[src/verilog/aes_regs_pkg.sv]
// Register map, field layout and codes of the cipher register block
package aes_regs_pkg;
   localparam logic [31:0] IMR_ADDR = 32'h4000_0018;
   localparam logic [31:0] ISR_ADDR = 32'h4000_001C;
   localparam logic [31:0] KEY_BASE = 32'h4000_0020;
   localparam logic [31:0] IN_BASE = 32'h4000_0040;
   localparam logic [31:0] OUT_BASE = 32'h4000_0050;
   localparam logic [31:0] IV_BASE = 32'h4000_0060;
   localparam int KEY_WORDS = 8;
   localparam int BLK_WORDS = 4;
   localparam int IDX_W = 3;
   localparam int WORD_W = 32;
   localparam int EN_W = 17;
   localparam logic [3:0] BLK_ALL = 4'hF;
   localparam logic [3:0] BLK_ONE = 4'h1;
   // Flag order: ready, rx end, tx end, rx full, tx empty, violation, tag
   localparam int NFLAGS = 7;
   localparam int F_RDY = 0;
   localparam int F_RECEIVE_COUNT_DONE = 1;
   localparam int F_TRANSMIT_COUNT_DONE = 2;
   localparam int F_RECEIVE_COUNTERS_ZERO = 3;
   localparam int F_TRANSMIT_COUNTERS_ZERO = 4;
   localparam int F_ACCESS_VIOLATION_SEEN = 5;
   localparam int F_TAG = 6;
   localparam int STAT_POS [NFLAGS] = '{0, 1, 2, 3, 4, 8, 16};
   localparam int ACCESS_VIOLATION_TYPE_LSB = 12;
   localparam int ACCESS_VIOLATION_TYPE_W = 4;
   localparam logic [3:0] VT_IN_WR = 4'h0;
   localparam logic [3:0] VT_OUT_RD = 4'h1;
   localparam logic [3:0] VT_MR_WR = 4'h2;
   localparam logic [3:0] VT_OUT_SUBK = 4'h3;
   localparam logic [3:0] VT_MR_SUBK = 4'h4;
   localparam logic [3:0] VT_WO_RD = 4'h5;
   localparam logic [3:0] VT_NONE = 4'h0;
   localparam logic [31:0] ZERO_WORD = 32'h0000_0000;
   typedef enum logic [1:0] {
      START_MANUAL = 2'h0,
      START_AUTO = 2'h1,
      START_DMA = 2'h2
   } start_sel_t;
   typedef enum logic [2:0] {
      MODE_ECB = 3'h0,
      MODE_CBC = 3'h1,
      MODE_OFB = 3'h2,
      MODE_CFB = 3'h3,
      MODE_CTR = 3'h4,
      MODE_GCM = 3'h5
   } chain_mode_t;

   function automatic logic hit(input logic [31:0] a,
                                input logic [31:0] base, input int n);
      return (a[1:0] == 2'h0) && (a >= base) && (a < base + 32'(4 * n));
   endfunction

   function automatic logic [IDX_W-1:0] widx(input logic [31:0] a,
                                             input logic [31:0] base);
      logic [31:0] d;
      d = a - base;
      return d[IDX_W+1:2];
   endfunction
endpackage

[src/verilog/flag_cell.sv]
// Sticky status flag where a set wins over a clear
`timescale 1ns/10ps
module flag_cell (
   input wire logic ref_clk,
   input wire logic rst,
   input wire logic set,
   input wire logic clr,
   output logic q
);
   logic q_reg;
   logic q_next;

   always_comb begin
      q_next = set | (q_reg & ~clr);
   end

   always_ff @(posedge ref_clk) begin
      if (rst) begin
         q_reg <= 1'b0;
      end else begin
         q_reg <= q_next;
      end
   end

   assign q = q_reg;
endmodule

[src/verilog/word_bank.sv]
// Bank of write-only 32-bit words, flattened word 0 lowest
`timescale 1ns/10ps
module word_bank import aes_regs_pkg::*; #(
   parameter int N = 4
) (
   input wire logic ref_clk,
   input wire logic rst,
   input wire logic wr_en,
   input wire logic [IDX_W-1:0] wr_idx,
   input wire logic [WORD_W-1:0] wr_data,
   output logic [N*WORD_W-1:0] words
);
   genvar i;
   generate
      for (i = 0; i < N; i++) begin : g_word
         logic [WORD_W-1:0] w_reg;
         logic [WORD_W-1:0] w_next;
         always_comb begin
            w_next = (wr_en && wr_idx == IDX_W'(i)) ? wr_data : w_reg;
         end
         always_ff @(posedge ref_clk) begin
            if (rst) begin
               w_reg <= ZERO_WORD;
            end else begin
               w_reg <= w_next;
            end
         end
         assign words[i*WORD_W +: WORD_W] = w_reg;
      end
   endgenerate
endmodule

[src/verilog/aes_status_key_data_regs.sv]
// Status, mask, key, input, output and vector registers of the cipher
`timescale 1ns/10ps
// Behaviour
// - Mask view is read-only: enabled sources at bits 0-4, 8 and 16.
// - Ready sets on completion; clears on start, soft reset, output read.
// - Last-output mode, manual or auto start: input write clears ready.
// - Receive-end sets at receive count zero; counter write clears it.
// - Transmit-end sets at transmit count zero; counter write clears it.
// - Receive-full high only while both receive counters are zero.
// - Transmit-empty high only while both transmit counters are zero.
// - Violation flag sets on bad access, held until soft reset.
// - Violation type in bits 15:12 encodes codes 0 to 5.
// - Violation type keeps the latest code; soft reset clears it.
// - Tag flag sets on tag done; clears on tag read, start, key.
// - Eight key words, four, six or eight used, word 0 first.
// - Key write starts subkey generation and clears the hash.
// - Key words are write-only and never read back.
// - Four write-only input words, word 0 first, word 3 last.
// - Four read-only output words, word 0 first, word 3 last.
// - Four write-only vector words feed CBC, OFB and CFB chaining.
// - In counter mode the vector words are the initial counter.
// - Start select: 0 manual, 1 after all inputs, 2 on word 0.
// - Last-output mode lets input writes clear ready between blocks.
// - Chaining mode: ECB, CBC, OFB, CFB, counter, GCM; rest reserved.
module aes_status_key_data_regs import aes_regs_pkg::*; (
   input wire logic ref_clk,
   input wire logic rst,
   input wire logic [31:0] addr,
   input wire logic [31:0] wr_data,
   input wire logic wr_en,
   input wire logic rd_en,
   output logic [31:0] rd_data,
   input wire logic [EN_W-1:0] int_enable,
   input wire logic [1:0] start_select,
   input wire logic [2:0] chaining_mode,
   input wire logic last_output_mode,
   input wire logic start_cmd,
   input wire logic soft_reset_cmd,
   input wire logic mode_write,
   input wire logic core_busy,
   input wire logic subkey_busy,
   input wire logic core_done,
   input wire logic [BLK_WORDS*WORD_W-1:0] core_result,
   input wire logic tag_done,
   input wire logic tag_read,
   input wire logic rx_count_hit,
   input wire logic rx_counter_write,
   input wire logic rx_both_zero,
   input wire logic tx_count_hit,
   input wire logic tx_counter_write,
   input wire logic tx_both_zero,
   output logic irq,
   output logic [KEY_WORDS*WORD_W-1:0] key_word_value,
   output logic [BLK_WORDS*WORD_W-1:0] input_word_value,
   output logic [BLK_WORDS*WORD_W-1:0] init_vector,
   output logic run_start,
   output logic subkey_start,
   output logic hash_clear,
   output logic iv_as_chain,
   output logic iv_as_counter
);
   logic key_hit, in_hit, out_hit, iv_hit;
   logic [IDX_W-1:0] key_idx, in_idx, out_idx, iv_idx;
   logic key_wr, in_wr, iv_wr, out_rd, wo_rd;
   logic viol;
   logic [ACCESS_VIOLATION_TYPE_W-1:0] vtype;
   logic [ACCESS_VIOLATION_TYPE_W-1:0] access_violation_type_reg, access_violation_type_next;
   logic [NFLAGS-1:0] flag_q, set_v, clr_v;
   logic [3:0] in_seen_reg, in_seen_next;
   logic run_start_reg, run_start_next;
   logic subkey_start_reg, subkey_start_next;
   logic hash_clear_reg, hash_clear_next;
   logic iv_as_chain_reg, iv_as_chain_next;
   logic iv_as_counter_reg, iv_as_counter_next;
   logic [WORD_W-1:0] out_reg [BLK_WORDS];
   logic [WORD_W-1:0] out_next [BLK_WORDS];
   logic [31:0] rd_data_reg, rd_data_next;
   logic irq_reg, irq_next;
   logic [31:0] stat, imr;
   logic lod_clear, irq_cond;

   assign key_hit = hit(addr, KEY_BASE, KEY_WORDS);
   assign in_hit = hit(addr, IN_BASE, BLK_WORDS);
   assign out_hit = hit(addr, OUT_BASE, BLK_WORDS);
   assign iv_hit = hit(addr, IV_BASE, BLK_WORDS);
   assign key_idx = widx(addr, KEY_BASE);
   assign in_idx = widx(addr, IN_BASE);
   assign out_idx = widx(addr, OUT_BASE);
   assign iv_idx = widx(addr, IV_BASE);
   assign key_wr = wr_en & key_hit;
   assign in_wr = wr_en & in_hit;
   assign iv_wr = wr_en & iv_hit;
   assign out_rd = rd_en & out_hit;
   assign wo_rd = rd_en & (key_hit | in_hit | iv_hit);

   // Write-only banks
   word_bank #(.N(KEY_WORDS)) u_key (
      .ref_clk(ref_clk),
      .rst(rst),
      .wr_en(key_wr),
      .wr_idx(key_idx),
      .wr_data(wr_data),
      .words(key_word_value)
   );
   word_bank #(.N(BLK_WORDS)) u_in (
      .ref_clk(ref_clk),
      .rst(rst),
      .wr_en(in_wr),
      .wr_idx(in_idx),
      .wr_data(wr_data),
      .words(input_word_value)
   );
   word_bank #(.N(BLK_WORDS)) u_iv (
      .ref_clk(ref_clk),
      .rst(rst),
      .wr_en(iv_wr),
      .wr_idx(iv_idx),
      .wr_data(wr_data),
      .words(init_vector)
   );

   // Unspecified access detection, later checks take priority, subkey busy ahead of core busy
   always_comb begin
      viol = 1'b0;
      vtype = VT_NONE;
      if (wo_rd) begin
         viol = 1'b1;
         vtype = VT_WO_RD;
      end
      if (out_rd && subkey_busy) begin
         viol = 1'b1;
         vtype = VT_OUT_SUBK;
      end else if (out_rd && core_busy) begin
         viol = 1'b1;
         vtype = VT_OUT_RD;
      end
      if (mode_write && subkey_busy) begin
         viol = 1'b1;
         vtype = VT_MR_SUBK;
      end else if (mode_write && core_busy) begin
         viol = 1'b1;
         vtype = VT_MR_WR;
      end
      if (in_wr && core_busy && start_select == START_DMA) begin
         viol = 1'b1;
         vtype = VT_IN_WR;
      end
   end

   always_comb begin
      access_violation_type_next = access_violation_type_reg;
      if (viol) begin
         access_violation_type_next = vtype;
      end else if (soft_reset_cmd) begin
         access_violation_type_next = VT_NONE;
      end
   end

   always_ff @(posedge ref_clk) begin
      if (rst) begin
         access_violation_type_reg <= VT_NONE;
      end else begin
         access_violation_type_reg <= access_violation_type_next;
      end
   end

   // Flag set and clear terms
   assign lod_clear = last_output_mode & in_wr &
                      (start_select != START_DMA);

   always_comb begin
      set_v = '0;
      clr_v = '0;
      set_v[F_RDY] = core_done;
      clr_v[F_RDY] = start_cmd | soft_reset_cmd | out_rd | lod_clear;
      set_v[F_RECEIVE_COUNT_DONE] = rx_count_hit;
      clr_v[F_RECEIVE_COUNT_DONE] = rx_counter_write | soft_reset_cmd;
      set_v[F_TRANSMIT_COUNT_DONE] = tx_count_hit;
      clr_v[F_TRANSMIT_COUNT_DONE] = tx_counter_write | soft_reset_cmd;
      set_v[F_RECEIVE_COUNTERS_ZERO] = rx_both_zero & ~rx_counter_write;
      clr_v[F_RECEIVE_COUNTERS_ZERO] = 1'b1;
      set_v[F_TRANSMIT_COUNTERS_ZERO] = tx_both_zero & ~tx_counter_write;
      clr_v[F_TRANSMIT_COUNTERS_ZERO] = 1'b1;
      set_v[F_ACCESS_VIOLATION_SEEN] = viol;
      clr_v[F_ACCESS_VIOLATION_SEEN] = soft_reset_cmd;
      set_v[F_TAG] = tag_done;
      clr_v[F_TAG] = tag_read | run_start_next | key_wr | soft_reset_cmd;
   end

   genvar f;
   generate
      for (f = 0; f < NFLAGS; f++) begin : g_flag
         flag_cell u_flag (
            .ref_clk(ref_clk),
            .rst(rst),
            .set(set_v[f]),
            .clr(clr_v[f]),
            .q(flag_q[f])
         );
      end
   endgenerate

   // Start control, key side effects and vector use
   always_comb begin
      in_seen_next = in_seen_reg;
      run_start_next = 1'b0;
      if (in_wr) begin
         in_seen_next = in_seen_reg | (BLK_ONE << in_idx);
      end
      unique case (start_select)
         START_AUTO: run_start_next = in_wr && in_seen_next == BLK_ALL;
         START_DMA: run_start_next = in_wr && in_idx == '0;
         default: run_start_next = start_cmd;
      endcase
      if (run_start_next || soft_reset_cmd) begin
         in_seen_next = '0;
      end
      subkey_start_next = key_wr;
      hash_clear_next = key_wr;
      iv_as_chain_next = chaining_mode == MODE_CBC ||
                         chaining_mode == MODE_OFB ||
                         chaining_mode == MODE_CFB;
      iv_as_counter_next = chaining_mode == MODE_CTR;
   end

   always_ff @(posedge ref_clk) begin
      if (rst) begin
         in_seen_reg <= '0;
         run_start_reg <= 1'b0;
         subkey_start_reg <= 1'b0;
         hash_clear_reg <= 1'b0;
         iv_as_chain_reg <= 1'b0;
         iv_as_counter_reg <= 1'b0;
      end else begin
         in_seen_reg <= in_seen_next;
         run_start_reg <= run_start_next;
         subkey_start_reg <= subkey_start_next;
         hash_clear_reg <= hash_clear_next;
         iv_as_chain_reg <= iv_as_chain_next;
         iv_as_counter_reg <= iv_as_counter_next;
      end
   end

   // Result words captured on completion
   always_comb begin
      for (int i = 0; i < BLK_WORDS; i++) begin
         out_next[i] = core_done ? core_result[i*WORD_W +: WORD_W]
                                 : out_reg[i];
      end
   end

   always_ff @(posedge ref_clk) begin
      for (int i = 0; i < BLK_WORDS; i++) begin
         if (rst) begin
            out_reg[i] <= ZERO_WORD;
         end else begin
            out_reg[i] <= out_next[i];
         end
      end
   end

   // Status and mask views
   always_comb begin
      stat = ZERO_WORD;
      imr = ZERO_WORD;
      for (int i = 0; i < NFLAGS; i++) begin
         stat[STAT_POS[i]] = flag_q[i];
         imr[STAT_POS[i]] = int_enable[STAT_POS[i]];
      end
      stat[ACCESS_VIOLATION_TYPE_LSB +: ACCESS_VIOLATION_TYPE_W] = access_violation_type_reg;
   end

   assign irq_cond = |(stat[EN_W-1:0] & imr[EN_W-1:0]);

   // Read data and interrupt
   always_comb begin
      rd_data_next = ZERO_WORD;
      if (rd_en) begin
         if (addr == IMR_ADDR) begin
            rd_data_next = imr;
         end else if (addr == ISR_ADDR) begin
            rd_data_next = stat;
         end else if (out_hit) begin
            rd_data_next = out_reg[out_idx[1:0]];
         end
      end
      irq_next = irq_cond;
   end

   always_ff @(posedge ref_clk) begin
      if (rst) begin
         rd_data_reg <= ZERO_WORD;
         irq_reg <= 1'b0;
      end else begin
         rd_data_reg <= rd_data_next;
         irq_reg <= irq_next;
      end
   end

   assign rd_data = rd_data_reg;
   assign irq = irq_reg;
   assign run_start = run_start_reg;
   assign subkey_start = subkey_start_reg;
   assign hash_clear = hash_clear_reg;
   assign iv_as_chain = iv_as_chain_reg;
   assign iv_as_counter = iv_as_counter_reg;
endmodule

[config.mk]
export PLATFORM = sky130hd
export DESIGN_NAME = aes_status_key_data_regs
export DESIGN_NICKNAME = d
export VERILOG_FILES = /design/src/verilog/aes_regs_pkg.sv /design/src/verilog/flag_cell.sv /design/src/verilog/word_bank.sv /design/src/verilog/aes_status_key_data_regs.sv
export SDC_FILE = /design/constraint.sdc
export NUM_CORES = 1
export LEC_CHECK = 0
export BUFFER_PORTS_ARGS = -buffer_cell sky130_fd_sc_hd__buf_4
export CAP_MARGIN = 0
export CELL_PAD_IN_SITES_DETAIL_PLACEMENT = 1
export CELL_PAD_IN_SITES_GLOBAL_PLACEMENT = 2
export CORE_AREA = 3 3 303 305
export CTS_BUF_LIST = sky130_fd_sc_hd__clkbuf_8 sky130_fd_sc_hd__clkbuf_16
export DETAILED_ROUTE_END_ITERATION = 10
export DIE_AREA = 0 0 306 308
export GPL_TIMING_DRIVEN = 0
export PLACE_DENSITY = 0.79
export SLEW_MARGIN = 20
export SYNTH_ARGS = -nofsm -noshare
export SYNTH_HDL_FRONTEND = slang
export SYNTH_SLANG_ARGS = --single-unit
[constraint.sdc]
create_clock -name ref_clk -period 3.9 [get_ports ref_clk]
set_input_delay 0.39 -clock ref_clk [delete_from_list [all_inputs] [get_ports ref_clk]]
set_output_delay 0.39 -clock ref_clk [all_outputs]
set_load 0.05 [all_outputs]
==> results.md <==
* Worst Path Arrival at 3220 ps
* WHS Path Cells at 2
* Sequential Area at 15100 µm²
* Final Non-Filler Cells at 4653
* Critical Path Stages at 5
* Area fraction in compound gates after synthesis at 5.04%
* # fillers at 10200
* Number of top-level pins at 783
* Crit Path Category: input pin to flop
* Routed via count at 21900
* Mux cell area share after synthesis at 15.4%
* Global route overflow at 0
* Commonest non-fill, non-tap cell in the layout: buf_4
* Worst reg-to-reg path cell count at 5
* Crit start category: input pin
* Setup violators final at 0
* Power share of the clock group at 48.2%
* Detail Route Antenna Nets at 0
* Largest family of logic cells by synthesized area: simple AND/OR/NAND/NOR gates
* Crit-path slowest cell: clkbuf_1
* CP Cell Sequence: clkbuf_1 > clkbuf_1 > clkbuf_1 > nor3b_1 > dlygate4sd3_1
* WL/cell at 25.5 µm
* Max-slew headroom at 20.9%
* Outcome: finished clean
* Crit path max-delay family: buffers and inverters
* Syn_nets at 2760
* Vias in the first global route at 22700
* Min cycle time layout at 2710 ps
* Pwr Density at 440 nW/µm²
* Sw Ratio at 23.2%
* Netlist cell types at 57
* Setup repair bufs after CTS at 0
* Seq cells post-synth at 691
* First-pass GRT wire length at 166000 µm
* Req. time, crit path at 4410 ps
* Slew Viols, Final at 0
* Inst Count DP at 4441
* RSZ-0062 raised after global routing: false
* Layout cells sized above 1 at 28.5%
* Avg Cell Area, Syn at 10.3 µm²
* Number of flops mapped to enable cells by yosys at 128
* Worst Hold Class: input pin to flop
* Die width at 306 µm
* Slowest cell delay on critical path at 850 ps
* Largest net degree at the start of global routing at 52
* Pleak at 16.9 nW
* Initial cell density of the core at 29.1%
* Placed cell areas at 33100 µm²
* Total GRT Usage at 24.3%
* XOR/XNOR share of the synthesized area at 0%
* Fin Clk Skew at 13.0 ps
* Seq pwr share at 46.4%
* Placed wire-length estimate at 89200 µm
* Clock Tree Buf Depth at 3
* DRT Pass-1 Iters at 5
* Initial antenna violation count at 11
* Worst hold-check slack at 47.3 ps
* Port buffer count at 738
* Commonest cells after routing, fill and taps aside: buf_4, dfxtp_1, nand2_1
* P&R area growth vs syn at 40.0%
* Via-per-instance ratio at 4.70
* Worst-path clk slew at 60 ps
* Num rows at 110
* Combinational power share at 5.5%
* Final Hold Vio Count at 0
* Mapped cell area at 26000 µm²
* Cell-internal power at 12.3 mW
* CP bufs+invs at 4
* H-tree depth at 3
* Root buf cell: clkbuf_16
* Register area share after synthesis at 58.0%
* VDD IR max at 0.000300 V
* Die height at 308 µm
* Main synth FF type: dfxtp_1
* Skew-Pair Late Insertion Delay at 630 ps
* Post-synthesis simple-gate area fraction at 17.1%
* Final Routed Wirelength at 119000 µm
* Die area at 94200 µm²
* Leading post-synthesis cells by cell area: dfxtp_1, edfxtp_1, mux2i_1
* Multi-input logic area at 9810 µm²
* Core area at 89600 µm²
* Top cell type's share of synthesized area at 43.3%
* CP Capture Type: flop
* Pwr Total at 16.0 mW
* Max reg flops at 256
* Period utilization at 69.5%
* Most frequent CP cell: clkbuf_1
* Num CTS Buffers at 79
* Net load switching power at 3.73 mW
* Initial DRC count at 1262
* Least-Margin Pin Slew at 1190 ps
* Synth Instances at 2525
* Async SR Flop Fraction at 0%
* Fmax at 369 MHz
* Layout net count at 3643
* Max Cap Violations at 0
* Post-route DRC at 0
* Area leader, netlist: dfxtp_1
* Adder-cell area share of the yosys netlist at 0.0961%
* TritonCTS clock tree: built
* Synth warnings at 0
* Max FO, Critical Path at 10
* TritonCTS Sinks at 691
* Final instance area at 36500 µm²
* GP Congestion at 0.853
-- final cells by class --
cell class / instances / area share, %
Antenna cell: 10 / 0.0686
Buffer: 233 / 3.02
Clock buffer: 95 / 6.09
Clock inverter: 45 / 1.31
Inverter: 8 / 0.0824
Multi-Input combinational cell: 1593 / 26.9
Sequential cell: 691 / 41.5
Tap cell: 1176 / 4.04
Timing Repair Buffer: 802 / 17.0
-- routing by layer --
layer | vias up | wire (µm) | GRT usage [%] | part of all wire [%]
met5 | - | 13 | 0 | 0.011
met4 | 2 | 4060 | 9.03 | 3.4
met3 | 161 | 9440 | 7.90 | 8.0
met2 | 692 | 58500 | 42.5 | 49
met1 | 10800 | 46600 | 27.6 | 39
li1 | 10200 | - | - | -
-- path summary, 6_finish.rpt --
kind                            start                       end  slack [ps]
max                               rst        g_flag[3].u_flag.q        1190
min                   core_result[69]             out_reg[2][5]          50
max reg2reg            in_seen_reg[3]        g_flag[6].u_flag.q        2100
min reg2reg  u_in.g_word[0].w_reg[20]  u_in.g_word[0].w_reg[20]         450
-- worst reg2reg max path, cell delays in order, from the launching register on --
cell      delay [ps]
dfxtp_1          360
mux2_2           160
nand3b_1          80
a221o_1          340
o31ai_2          530
o32ai_1          160
-- power groups by stage --
stage | sequential (mW) | clock [mW] | combinational (mW)
6_report | 7.43 | 7.72 | 0.879
5_1_grt | 7.44 | 8.19 | 0.938
4_1_cts | 7.43 | 7.89 | 0.889
3_5_place_dp | 7.58 | 0 | 0.834
3_3_place_gp | 7.58 | 0 | 0.821
2_1_floorplan | 7.58 | 0 | 0.360
-- stage by stage --
step	setup TNS, ps	util, %	setup slack (ps)
final	0	40.7	1190
after global routing	0	40.7	1030
after CTS	0	40.7	1120
after detailed placement	0	37.0	461
after global placement	-111340	36.9	-875
after floorplan	0	-	950
-- logic make-up after synthesis --
logic type               count (synthesis)
buffers and inverters                  241
AO/OA/AOI/OAI                          241
adder cells (fa/ha/maj)                  2
AND/OR/NAND/NOR                        990
multiplexers                           360
flip-flops                             691
-- synthesized netlist by cell type (all sizes together), types with 3 or more instances --
cell type	n
dfxtp	563
nand2	393
nor2	343
mux2i	320
a21oi	201
clkbuf	166
and2	130
edfxtp	128
buf	67
mux4	32
nor2b	27
nor3	21
nand3	17
nand2b	13
nor4	13
a32oi	11
o21ai	9
inv	8
mux2	8
and3	7
and4	5
nand3b	5
a22oi	3
a31oi	3
nand4	3
nor4b	3
-- what timing repair did --
| action | 4_1_cts | 5_1_grt |
|---|---|---|
| hold endpoints to repair | 59 | 0 |
| gates resized for setup | 0 | 0 |
| hold buffers | 62 | 0 |
(Power assumes the default switching activity.)
